$ cat config.mk
export PLATFORM = sky130hd
export DESIGN_NAME = tts_ctrl
export DESIGN_NICKNAME = d
export VERILOG_FILES = /design/src/design/tts_pkg.sv /design/src/design/tts_ctrl.sv /design/src/design/tts_loss_mon.sv /design/src/design/tts_viol_gen.sv
export SDC_FILE = /design/constraint.sdc
export NUM_CORES = 1
export LEC_CHECK = 0
export BUFFER_PORTS_ARGS = -buffer_cell sky130_fd_sc_hd__buf_2
export CAP_MARGIN = 20
export CORE_AREA = 2 2 80 82
export CTS_CLUSTER_DIAMETER = 200
export DETAILED_ROUTE_END_ITERATION = 12
export DIE_AREA = 0 0 82 84
export PLACE_DENSITY = 0.68
export SETUP_SLACK_MARGIN = 0.5
export SLEW_MARGIN = 20
export SYNTH_ARGS = -nofsm -noshare
export SYNTH_HDL_FRONTEND = slang
export SYNTH_SLANG_ARGS = --single-unit
export TNS_END_PERCENT = 30
$ cat constraint.sdc
create_clock -name mclk -period 1.59 [get_ports mclk]
set_input_delay 0.318 -clock mclk [delete_from_list [all_inputs] [get_ports mclk]]
set_output_delay 0.318 -clock mclk [all_outputs]
set_load 0.02 [all_outputs]
$ cat src/design/tts_pkg.sv
// Shared constants, types and register layout for the transmit timing select control.
package tts_pkg;

	// ==========================================================
	// Register map.
	localparam logic [11:0] TTS_CSC_ADDR = 12'h100;
	localparam logic [11:0] TTS_BIS_ADDR = 12'hb00;
	localparam logic [11:0] TTS_STAT_ADDR = 12'h104;

	// ==========================================================
	// Field positions and reset values.
	localparam int TTS_VIOL_BIT = 7;
	localparam int TTS_STD_BIT = 6;
	localparam int TTS_ALIGN_BIT = 5;
	localparam int TTS_PROT_BIT = 4;
	localparam int TTS_CLKLOSS_BIT = 5;
	localparam logic [7:0] TTS_CSC_RESET = 8'h11;
	localparam logic [7:0] TTS_CSC_WMASK = 8'hf3;

	// ==========================================================
	// Timing.
	localparam int TTS_CLK_PERIOD_NS = 100;
	localparam int TTS_LOSS_TIME_NS = 2000;
	localparam int TTS_LOSS_CYC = (TTS_LOSS_TIME_NS + TTS_CLK_PERIOD_NS - 1) / TTS_CLK_PERIOD_NS;
	localparam int TTS_T1_FRAME_BITS = 193;
	localparam int TTS_E1_FRAME_BITS = 256;

	// ==========================================================
	// Types.
	typedef enum logic [1:0]
	{
		TTS_SRC_LINE = 2'b00,
		TTS_SRC_EXT = 2'b01,
		TTS_SRC_PLL = 2'b10
	} tts_src_t;

	typedef struct packed
	{
		logic rd;
		logic wr;
		logic [11:0] addr;
		logic [7:0] wdata;
	} tts_bus_req_t;

endpackage : tts_pkg

$ cat src/design/tts_ctrl.sv
// Transmit timing select control: register, source selection, frame alignment and loss protection.
`timescale 1ns/10ps
module tts_ctrl
	import tts_pkg::*;
#(
	parameter int T1_BITS = TTS_T1_FRAME_BITS,
	parameter int E1_BITS = TTS_E1_FRAME_BITS,
	parameter int LOSS_LIMIT = TTS_LOSS_CYC
)
(
	input wire logic mclk,
	input wire logic rst,
	input wire tts_bus_req_t bus_req,
	output logic [7:0] rdata_ff,
	input wire logic rec_clk_tick,
	input wire logic recovery_ok,
	input wire logic tx_bit_tick,
	input wire logic ref_8k_tick,
	output tts_src_t tx_src_ff,
	output logic line_standard_ff,
	output logic violation_inject_ff,
	output logic frame_start_ff,
	output logic clock_loss_status_ff
);

	// ==========================================================
	// Parameter check: the frame counter is nine bits wide, and a frame needs at least two slots.
	if (T1_BITS < 2 || T1_BITS > 511 || E1_BITS < 2 || E1_BITS > 511)
	begin : g_bad_frame
		$error("tts_ctrl: frame length out of range");
	end

	// ==========================================================
	// Source code decode, used only by source selection; alignment gating tests the registered tx_src_ff.
	function automatic tts_src_t src_decode(input logic [1:0] code);
		tts_src_t s;
		s = TTS_SRC_LINE;
		if (code == 2'b01)
			s = TTS_SRC_EXT;
		else if (code == 2'b10)
			s = TTS_SRC_PLL;
		return s;
	endfunction : src_decode

	logic [7:0] csc_ff;
	logic [8:0] frame_cnt_ff;
	logic [8:0] frame_last;
	logic lost;
	logic viol_pending;
	logic wr_csc;
	logic rd_bis;
	logic arm_viol;
	logic prot_en;
	logic align_active;
	logic sub_active;
	tts_src_t sel_src;
	tts_src_t nxt_src;

	// ==========================================================
	// Register write and read decode.
	assign wr_csc = bus_req.wr && (bus_req.addr == TTS_CSC_ADDR);
	assign rd_bis = bus_req.rd && (bus_req.addr == TTS_BIS_ADDR);
	assign arm_viol = wr_csc && bus_req.wdata[TTS_VIOL_BIT] && !csc_ff[TTS_VIOL_BIT];

	// Control register; reserved bits 3:2 are kept at zero so reads never surprise software.
	always_ff @(posedge mclk)
	begin
		if (rst)
			csc_ff <= TTS_CSC_RESET;
		else if (wr_csc)
			csc_ff <= bus_req.wdata & TTS_CSC_WMASK;
	end

	assign prot_en = csc_ff[TTS_PROT_BIT];
	assign sel_src = src_decode(csc_ff[1:0]);
	assign sub_active = prot_en && (sel_src == TTS_SRC_LINE) && lost;
	assign align_active = csc_ff[TTS_ALIGN_BIT] && (tx_src_ff == TTS_SRC_PLL);

	// ==========================================================
	// Loss monitor and violation generator.
	tts_loss_mon #(.LIMIT(LOSS_LIMIT)) u_loss
	(
		.mclk(mclk),
		.rst(rst),
		.rec_tick(rec_clk_tick),
		.recovery_ok(recovery_ok),
		.lost_ff(lost)
	);

	tts_viol_gen u_viol
	(
		.mclk(mclk),
		.rst(rst),
		.arm(arm_viol),
		.bit_tick(tx_bit_tick),
		.pending_ff(viol_pending),
		.viol_ff(violation_inject_ff)
	);

	// ==========================================================
	// Effective transmit source: the PLL stands in only while line recovery is lost.
	always_comb
	begin
		nxt_src = sel_src;
		if (sub_active)
			nxt_src = TTS_SRC_PLL;
	end

	// The effective source is registered so that the output never glitches on a register write.
	always_ff @(posedge mclk)
	begin
		if (rst)
			tx_src_ff <= TTS_SRC_LINE;
		else
			tx_src_ff <= nxt_src;
	end

	// Line standard follows bit 6 directly.
	always_ff @(posedge mclk)
	begin
		if (rst)
			line_standard_ff <= 1'b0;
		else
			line_standard_ff <= csc_ff[TTS_STD_BIT];
	end

	// ==========================================================
	// Transmit frame counter. A reference tick restarts the frame when alignment is live;
	// this may shorten one frame, which is the price of a hard resync.
	assign frame_last = line_standard_ff ? 9'(T1_BITS - 1) : 9'(E1_BITS - 1);

	always_ff @(posedge mclk)
	begin
		if (rst)
			frame_cnt_ff <= 9'h000;
		else if (align_active && ref_8k_tick)
			frame_cnt_ff <= 9'h000;
		else if (tx_bit_tick)
		begin
			if (frame_cnt_ff >= frame_last)
				frame_cnt_ff <= 9'h000;
			else
				frame_cnt_ff <= frame_cnt_ff + 9'h001;
		end
	end

	// Frame start pulse for one cycle, from a wrap or from a reference restart.
	always_ff @(posedge mclk)
	begin
		if (rst)
			frame_start_ff <= 1'b0;
		else
			frame_start_ff <= (align_active && ref_8k_tick) || (tx_bit_tick && frame_cnt_ff >= frame_last);
	end

	// ==========================================================
	// Clock-loss status: sticky, cleared by reading it; a new loss in the read cycle wins.
	always_ff @(posedge mclk)
	begin
		if (rst)
			clock_loss_status_ff <= 1'b0;
		else if (prot_en && lost)
			clock_loss_status_ff <= 1'b1;
		else if (rd_bis)
			clock_loss_status_ff <= 1'b0;
	end

	// ==========================================================
	// Read data stand only in the cycle after the strobe; unmapped reads return zero.
	always_ff @(posedge mclk)
	begin
		if (rst)
			rdata_ff <= 8'h00;
		else if (!bus_req.rd)
			rdata_ff <= 8'h00;
		else if (bus_req.addr == TTS_CSC_ADDR)
			rdata_ff <= csc_ff;
		else if (bus_req.addr == TTS_BIS_ADDR)
			rdata_ff <= {2'b00, clock_loss_status_ff, 5'b00000};
		else if (bus_req.addr == TTS_STAT_ADDR)
			rdata_ff <= {3'b000, viol_pending, lost, tx_src_ff, sub_active};
		else
			rdata_ff <= 8'h00;
	end
endmodule : tts_ctrl

$ cat src/design/tts_loss_mon.sv
// Recovered line clock loss monitor.
`timescale 1ns/10ps
module tts_loss_mon
	import tts_pkg::*;
#(
	parameter int LIMIT = TTS_LOSS_CYC
)
(
	input wire logic mclk,
	input wire logic rst,
	input wire logic rec_tick,
	input wire logic recovery_ok,
	output logic lost_ff
);

	// Parameter check: the gap counter is twelve bits wide and a loss needs two silent cycles.
	if (LIMIT < 2 || LIMIT > 4095)
	begin : g_bad_limit
		$error("tts_loss_mon: LIMIT out of range");
	end

	logic [11:0] gap_ff;

	// ==========================================================
	// Count cycles since the last recovered clock tick; saturate at the limit.
	always_ff @(posedge mclk)
	begin
		if (rst)
			gap_ff <= 12'h000;
		else if (rec_tick)
			gap_ff <= 12'h000;
		else if (gap_ff != LIMIT[11:0])
			gap_ff <= gap_ff + 12'h001;
	end

	// Loss is either the interface's own flag or a silent clock; both must clear to recover.
	always_ff @(posedge mclk)
	begin
		if (rst)
			lost_ff <= 1'b0;
		else
			lost_ff <= !recovery_ok || (gap_ff == LIMIT[11:0] && !rec_tick);
	end

endmodule : tts_loss_mon

$ cat src/design/tts_viol_gen.sv
// Single line code violation request generator.
`timescale 1ns/10ps
module tts_viol_gen
(
	input wire logic mclk,
	input wire logic rst,
	input wire logic arm,
	input wire logic bit_tick,
	output logic pending_ff,
	output logic viol_ff
);

	// ==========================================================
	// A request waits for the next transmit bit slot, so the violation lands on a real pulse.
	// A second arm while one is pending merges into it; software cannot rise faster anyway.
	always_ff @(posedge mclk)
	begin
		if (rst)
			pending_ff <= 1'b0;
		else if (arm)
			pending_ff <= 1'b1;
		else if (bit_tick)
			pending_ff <= 1'b0;
	end

	// One cycle pulse per request.
	always_ff @(posedge mclk)
	begin
		if (rst)
			viol_ff <= 1'b0;
		else
			viol_ff <= pending_ff && bit_tick;
	end

endmodule : tts_viol_gen

==> flow_metrics.tcl, run 1 <==
set metrics [dict create \
    crit_fanout 7 \
    outcome "complete, but fails checks" \
    pwr_density_cell_nw_per_um2 721 \
    fin_area_um2 3060 \
    vias_per_cell 4.89 \
    syn-num-nets 262 \
    place_ws_ns -0.0123 \
    grt_pass1_vias 1666 \
    place_inst 351 \
    wl_per_cell_um 13.0 \
    violations "negative setup slack" \
    tightest_slew_ns 0.362 \
    num_antenna_cells 0 \
    routabilityCongestion 0.817 \
    drive_gt1_share_pct 50.7 \
    worstPathRequired_ns 1.78 \
    cts.sinks 43 \
    grt_overflow 0 \
    finalHoldViolCount 0 \
    ant_nets 0 \
    die_x_um 82 \
    setup_slack_ns -0.0110 \
    row_count 29 \
    die_area_um2 6890 \
    antenna_found_initial 0 \
    postPlaceCellArea_um2 2500 \
    synth-edff-count 0 \
    die_h_um 84 \
    synth_seq_area_share_pct 42.4 \
    ir_worst_vdd_uv 386 \
    cts-root-buf "clkbuf_8" \
    fin_cells 365 \
    synth_most_common_cell "dfxtp_1" \
    synth_top_area_share_pct 42.4 \
    cts_tree "yes" \
    cap_violations 0 \
    maxSlewHeadroom_pct 75.8 \
    clk_pin_slew_ns 0.08 \
    cp-start-kind "flop" \
    area_growth_pct 50.7 \
    r2r-start "line_standard_ff" \
    arrival_ns 1.79 \
    postCtsHoldBufs 0 \
    fmax_mhz 625 \
    track_usage_pct 13.5 \
    hp-class "input pin to flop" \
    cp-end-kind "flop" \
    final_core_util_pct 50.2 \
    yosysTopAreaCell "dfxtp_1" \
    startpoint "line_standard_ff" \
    synth-main-ff-cell "dfxtp_1" \
    io_pins 42 \
    firstDrtPassIters 5 \
    ys_seq_elements 43 \
    worstHoldStart "recovery_ok" \
    syn_avg_cell_area_um2 9.10 \
    synth_area_leaders "dfxtp_1, ha_1, nor2_1" \
    async_flop_share_pct 0 \
    via_count 1786 \
    post_synth_num_cell_types 39 \
    wirelength_um 4740 \
    syn_inst 223 \
    first_iter_violations 60 \
    fin_crit_sh_pct 101 \
    critPathKind "flop to flop" \
    cts_max_path_buffers 2 \
    synth.top_cells.by_count "dfxtp_1, nor2_1, nand2_1" \
    start_util_pct 33.3 \
    finalSetupViolCount 1 \
    rsz0062_at_grt "yes" \
    drv_slew 0 \
    coreArea_um2 6100 \
    cts_buffers 5 \
    nets 326 \
    clk_latency_ns 0.30 \
    period_needed_ns 1.60 \
    syn_area_um2 2030 \
    port_buffers 39 \
    cts.htree.levels 2 \
    drc_errors 0 \
    yosys_warnings 0 \
    clock-skew-final_ns 0.0116 \
    p_leak_nw 1.19 \
    power_mw 2.20 \
    grt_max_degree 15 \
    dpl.hpwl_um 3290 \
    grt_pass1_wl_um 7220 \
]
==> path summary, 6_finish.rpt <==
| path | to | slack, ns | cells past startpoint |
|---|---|---|---|
| max | frame_cnt_ff[0] | -0.01 | 6 |
| min | u_loss.lost_ff | 0.20 | 2 |
| max reg2reg | frame_cnt_ff[0] | -0.01 | 6 |
| min reg2reg | u_viol.viol_ff | 0.47 | 2 |
==> flip-flops by register name (all words and copies together), names as in the netlist <==
signal / flops
clock_loss_status_ff: 1
csc_ff: 6
frame_cnt_ff: 9
frame_start_ff: 1
line_standard_ff: 1
rdata_ff: 8
tx_src_ff: 2
u_loss.gap_ff: 12
u_loss.lost_ff: 1
u_viol.pending_ff: 1
u_viol.viol_ff: 1
==> layer usage <==
metal | GRT usage, % | vias to the layer above | part of all wire (%)
met5 | 0 | - | 0
met4 | 5.76 | 0 | 2.0
met3 | 4.00 | 9 | 3.6
met2 | 21.8 | 27 | 51
met1 | 16.3 | 843 | 43
li1 | - | 907 | -
==> cell type report <==
type / count / area [um^2]
Fill cell: 549 / 3040
Clock buffer: 6 / 82.6
Inverter: 12 / 45.0
Tap cell: 77 / 96.3
Sequential cell: 43 / 891
Timing Repair Buffer: 63 / 519
Multi-Input combinational cell: 162 / 1390
Clock inverter: 2 / 38.8
==> critical path: stages (launching register included) <==
cell and delay (ns):
dfxtp_4 0.45, inv_2 0.06, ha_4 0.15, nor2b_2 0.15, o31a_1 0.34, o21a_1 0.15, a22o_1 0.20
==> power breakdown <==
group / leakage [nW] / switching [mW] / internal (mW)
logic: 0.770 / 0.0950 / 0.105
registers: 0.357 / 0.00980 / 1.09
clock network: 0.0618 / 0.393 / 0.517
total: 1.19 / 0.497 / 1.71
==> logic make-up after synthesis <==
kind of cell	share of synthesized area, %
AND/OR/NAND/NOR	29.0
buffers and inverters	3.33
AO/OA/AOI/OAI	9.99
flip-flops	42.4
adder cells (fa/ha/maj)	6.78
XOR/XNOR	6.04
multiplexers	2.47
==> stage by stage <==
step | TNS [ns] | hold slack, ns
floorplan | 0 | 0.410
global placement | -0.0249 | 0.456
detailed placement | -0.0351 | 0.461
CTS | 0 | 0.201
global route | -0.138 | 0.188
finish | -0.0110 | 0.198
==> cells in the final DEF, fill, tap and decap left out, types with 6 or more instances in the layout <==
cell      netlist  layout
ha_4            0       8
buf_2           0      22
buf_4           0      16
buf_6           0      23
nand3_1        11       8
inv_1          12       8
dfxtp_1        43      23
xor2_1          8       8
nor2_1         25      22
nand2_1        16      14
clkbuf_8        0       6
dfxtp_2         0      18
==> repair_timing <==
item	in CTS	in global routing
cloned	0	0
buffers inserted	4	2
gates resized for setup	17	96
pin swaps	13	45
endpoints found under the setup margin	46	54
Power figures use the tool's default switching activity.
==> inputs of run 2 (changes only) <==
Settings changed: ABC_AREA from default to 1, CORE_AREA 2 2 80 82 to 2 2 79 81, DIE_AREA 0 0 82 84 to 0 0 81 83, PLACE_DENSITY 0.68 to 0.6.
==> run 2 against run 1 <==
The flow now finishes without violations. Synthesized area shrank 0.55%. Combinational power shrank 26%. Largest cell class unchanged. Design area shrank 7.4%. Setup slack gained 0.13 ns. Clock power shrank 6.4%. Non-clock buffer count shrank 10. Sequential power is essentially flat. Register-to-register slack gained 0.13 ns.
==> flow_metrics.tcl, run 2 <==
set metrics [dict create \
    firstDrtPassIters 6 \
    syn-num-nets 310 \
    seqCellArea_um2 890 \
    cts.sinks 43 \
    cp-end-kind "flop" \
    critPathKind "flop to flop" \
    period_needed_ns 1.48 \
    fmax_mhz 678 \
    ff2ff_setup_slack_ns 0.11 \
    finalSetupViolCount 0 \
    maxSlewHeadroom_pct 61.4 \
    setup_slack_ns 0.115 \
    synth.top_cells.by_count "nand2_1, dfxtp_1, inv_1, nor2_1, nand3_1" \
    cp-start-kind "flop" \
    largest_reg_flops 12 \
    postPlaceCellArea_um2 2340 \
    yosys_warnings 0 \
    power_mw 2.09 \
    holdPathEnd "u_loss.lost_ff" \
    hold_depth 2 \
    p_int_mw 1.62 \
    syn_area_um2 2020 \
    grt_overflow 0 \
    fin_cells 407 \
    final_core_util_pct 48.7 \
    wirelength_um 4660 \
    synth_area_leaders "dfxtp_1, nand2_1, inv_1" \
    clkPwrFrac_pct 40.7 \
    post_synth_num_cell_types 24 \
    place_ws_ns 0.0793 \
    fin_worst_hold_slack_ns 0.197 \
    crit_chain "ha_4 -> nand2_4 -> inv_2 -> nand2_1 -> nand2_1 -> nand2_1 -> nand3_2 -> nand2_4 -> nand2_8 -> nor2_2" \
    cap_violations 0 \
    synth_seq_area_share_pct 42.7 \
    grt_max_degree 15 \
    clock-skew-final_ns 0.00494 \
    hp-class "input pin to flop" \
    multi_input_area_um2 1280 \
    cts_max_path_buffers 2 \
    p_leak_nw 1.19 \
    p_sw_mw 0.478 \
    track_usage_pct 13.7 \
    place_inst 389 \
    first_iter_violations 75 \
    async_flop_share_pct 0 \
    start_util_pct 34.7 \
    coreArea_um2 5820 \
    num_antenna_cells 0 \
    synth_xor_area_share_pct 2.60 \
    worstHoldStart "recovery_ok" \
    outcome "finished clean" \
    critPathSlowestCell "dfxtp_4" \
    row_count 28 \
    routabilityCongestion 0.801 \
    critical-path-max-stage-delay_ns 0.47 \
    synth_compound_area_share_pct 8.43 \
    via_count 1912 \
    pwr-share-comb_pct 7.1 \
    switching_share_pct 22.8 \
    pwr_density_cell_nw_per_um2 739 \
    clk_latency_ns 0.30 \
    die_area_um2 6720 \
    reg2reg_depth 10 \
    io_pins 42 \
    fin_crit_sh_pct 92.8 \
    syn_avg_cell_area_um2 7.45 \
    synth-main-ff-cell "dfxtp_1" \
    r2r-start "line_standard_ff" \
    grt_pass1_vias 1647 \
    layout_common_cells "nand2_1, buf_2, inv_1, dfxtp_1, nor2_1" \
    worstPathRequired_ns 1.84 \
    fin_area_um2 2830 \
    cts_tree "yes" \
    synth_top_family_by_area "simple AND/OR/NAND/NOR gates" \
    grt_pass1_wl_um 7210 \
    vias_per_cell 4.70 \
    fin_tns_setup_ns 0 \
    fillers 582 \
    port_buffers 39 \
    cts.htree.levels 2 \
    ir_worst_vdd_uv 533 \
    drc_errors 0 \
    synth-edff-count 0 \
    ant_nets 0 \
    clk_pin_slew_ns 0.08 \
    wl_per_cell_um 11.4 \
    die_h_um 83 \
    drv_slew 0 \
    final_common_cell "nand2_1" \
    timing.rr.end "frame_cnt_ff[0]" \
    area_growth_pct 40.3 \
    synth-simple-area-share_pct 31.1 \
    ys_seq_elements 43 \
    top_regs "u_loss.gap_ff (12), frame_cnt_ff (9), rdata_ff (8)" \
    synth_top_area_share_pct 42.7 \
    antenna_found_initial 0 \
    synthAdderAreaFrac_pct 6.82 \
    nets 370 \
    tightest_slew_ns 0.577 \
    postCtsHoldBufs 0 \
    dpl.hpwl_um 3190 \
    yosysTopAreaCell "dfxtp_1" \
    crit_fanout 7 \
    rsz0062_at_grt "yes" \
    synth_most_common_cell "nand2_1" \
    crit_top_cell "nand2_1" \
    die_x_um 81 \
    syn_inst 271 \
    cts_buffers 5 \
    drive_gt1_share_pct 38.0 \
    max_flop_register "u_loss.gap_ff" \
    arrival_ns 1.72 \
    seqPwrFrac_pct 52.2 \
    cts-root-buf "clkbuf_8" \
    finalHoldViolCount 0 \
    synth.area.mux_share_pct 0.496 \
]
## run 2: kinds of logic (layout without fill, tap and decap cells)
family | after synthesis | after routing
and+or+nand+nor | 136 | 137
xor gates and xnor gates | 6 | 6
muxes | 1 | 1
adders and majority gates | 11 | 11
AOI/OAI and AO/OA | 32 | 32
DFF | 43 | 43
buffers and inverters | 42 | 102
## run 2: layout make-up
class | instances | share of cell area, %
multi-input combinational | 187 | 45.2
sequential | 43 | 31.4
timing repair buffer | 53 | 10.6
inverter | 41 | 5.61
tap | 75 | 3.31
clock buffer | 6 | 2.56
clock inverter | 2 | 1.33
## run 2: repair_timing
| action | CTS | global route |
|---|---|---|
| buffers inserted | 0 | 9 |
| gates resized for setup | 13 | 62 |
| cloned | 1 | 0 |
| pin swaps | 11 | 17 |
| endpoints found under the setup margin | 35 | 47 |
| hold endpoints to repair | 0 | 0 |
## run 2: critical path, delay by kind of cell (launching register included)
kind                     cells  cell delay (ns)
flip-flops                   1             0.47
buffers and inverters        1             0.03
adder cells (fa/ha/maj)      1             0.25
AND/OR/NAND/NOR              8             0.66
## run 2: layer usage
layer	GRT usage (%)	up-vias	wire, um	share of wire [%]
met5	0	-	0	0
met4	7.09	0	142	3.0
met3	3.91	11	271	5.8
met2	20.1	46	2200	47
met1	18.1	863	2040	44
li1	-	992	-	-
## run 2: power by group through the flow
stage          combinational [mW]  sequential (mW)  clock, mW
2_1_floorplan              0.0601             1.12          0
3_3_place_gp                0.119             1.12          0
3_5_place_dp                0.121             1.12          0
4_1_cts                     0.130             1.10      0.881
5_1_grt                     0.169             1.09      0.919
6_report                    0.149             1.09      0.852
## run 2: worst max path at each step
| stage | to | from | depth (start not counted) | slack [ns] |
|---|---|---|---|---|
| 2_1_floorplan | frame_cnt_ff[0] | line_standard_ff | 8 | 0.25 |
| 3_3_place_gp | frame_cnt_ff[5] | line_standard_ff | 8 | 0.11 |
| 3_5_place_dp | frame_cnt_ff[8] | line_standard_ff | 8 | 0.08 |
| 4_1_cts | frame_cnt_ff[8] | line_standard_ff | 8 | 0.13 |
| 5_1_grt | frame_cnt_ff[0] | line_standard_ff | 10 | 0.07 |
| 6_report | frame_cnt_ff[0] | line_standard_ff | 10 | 0.11 |
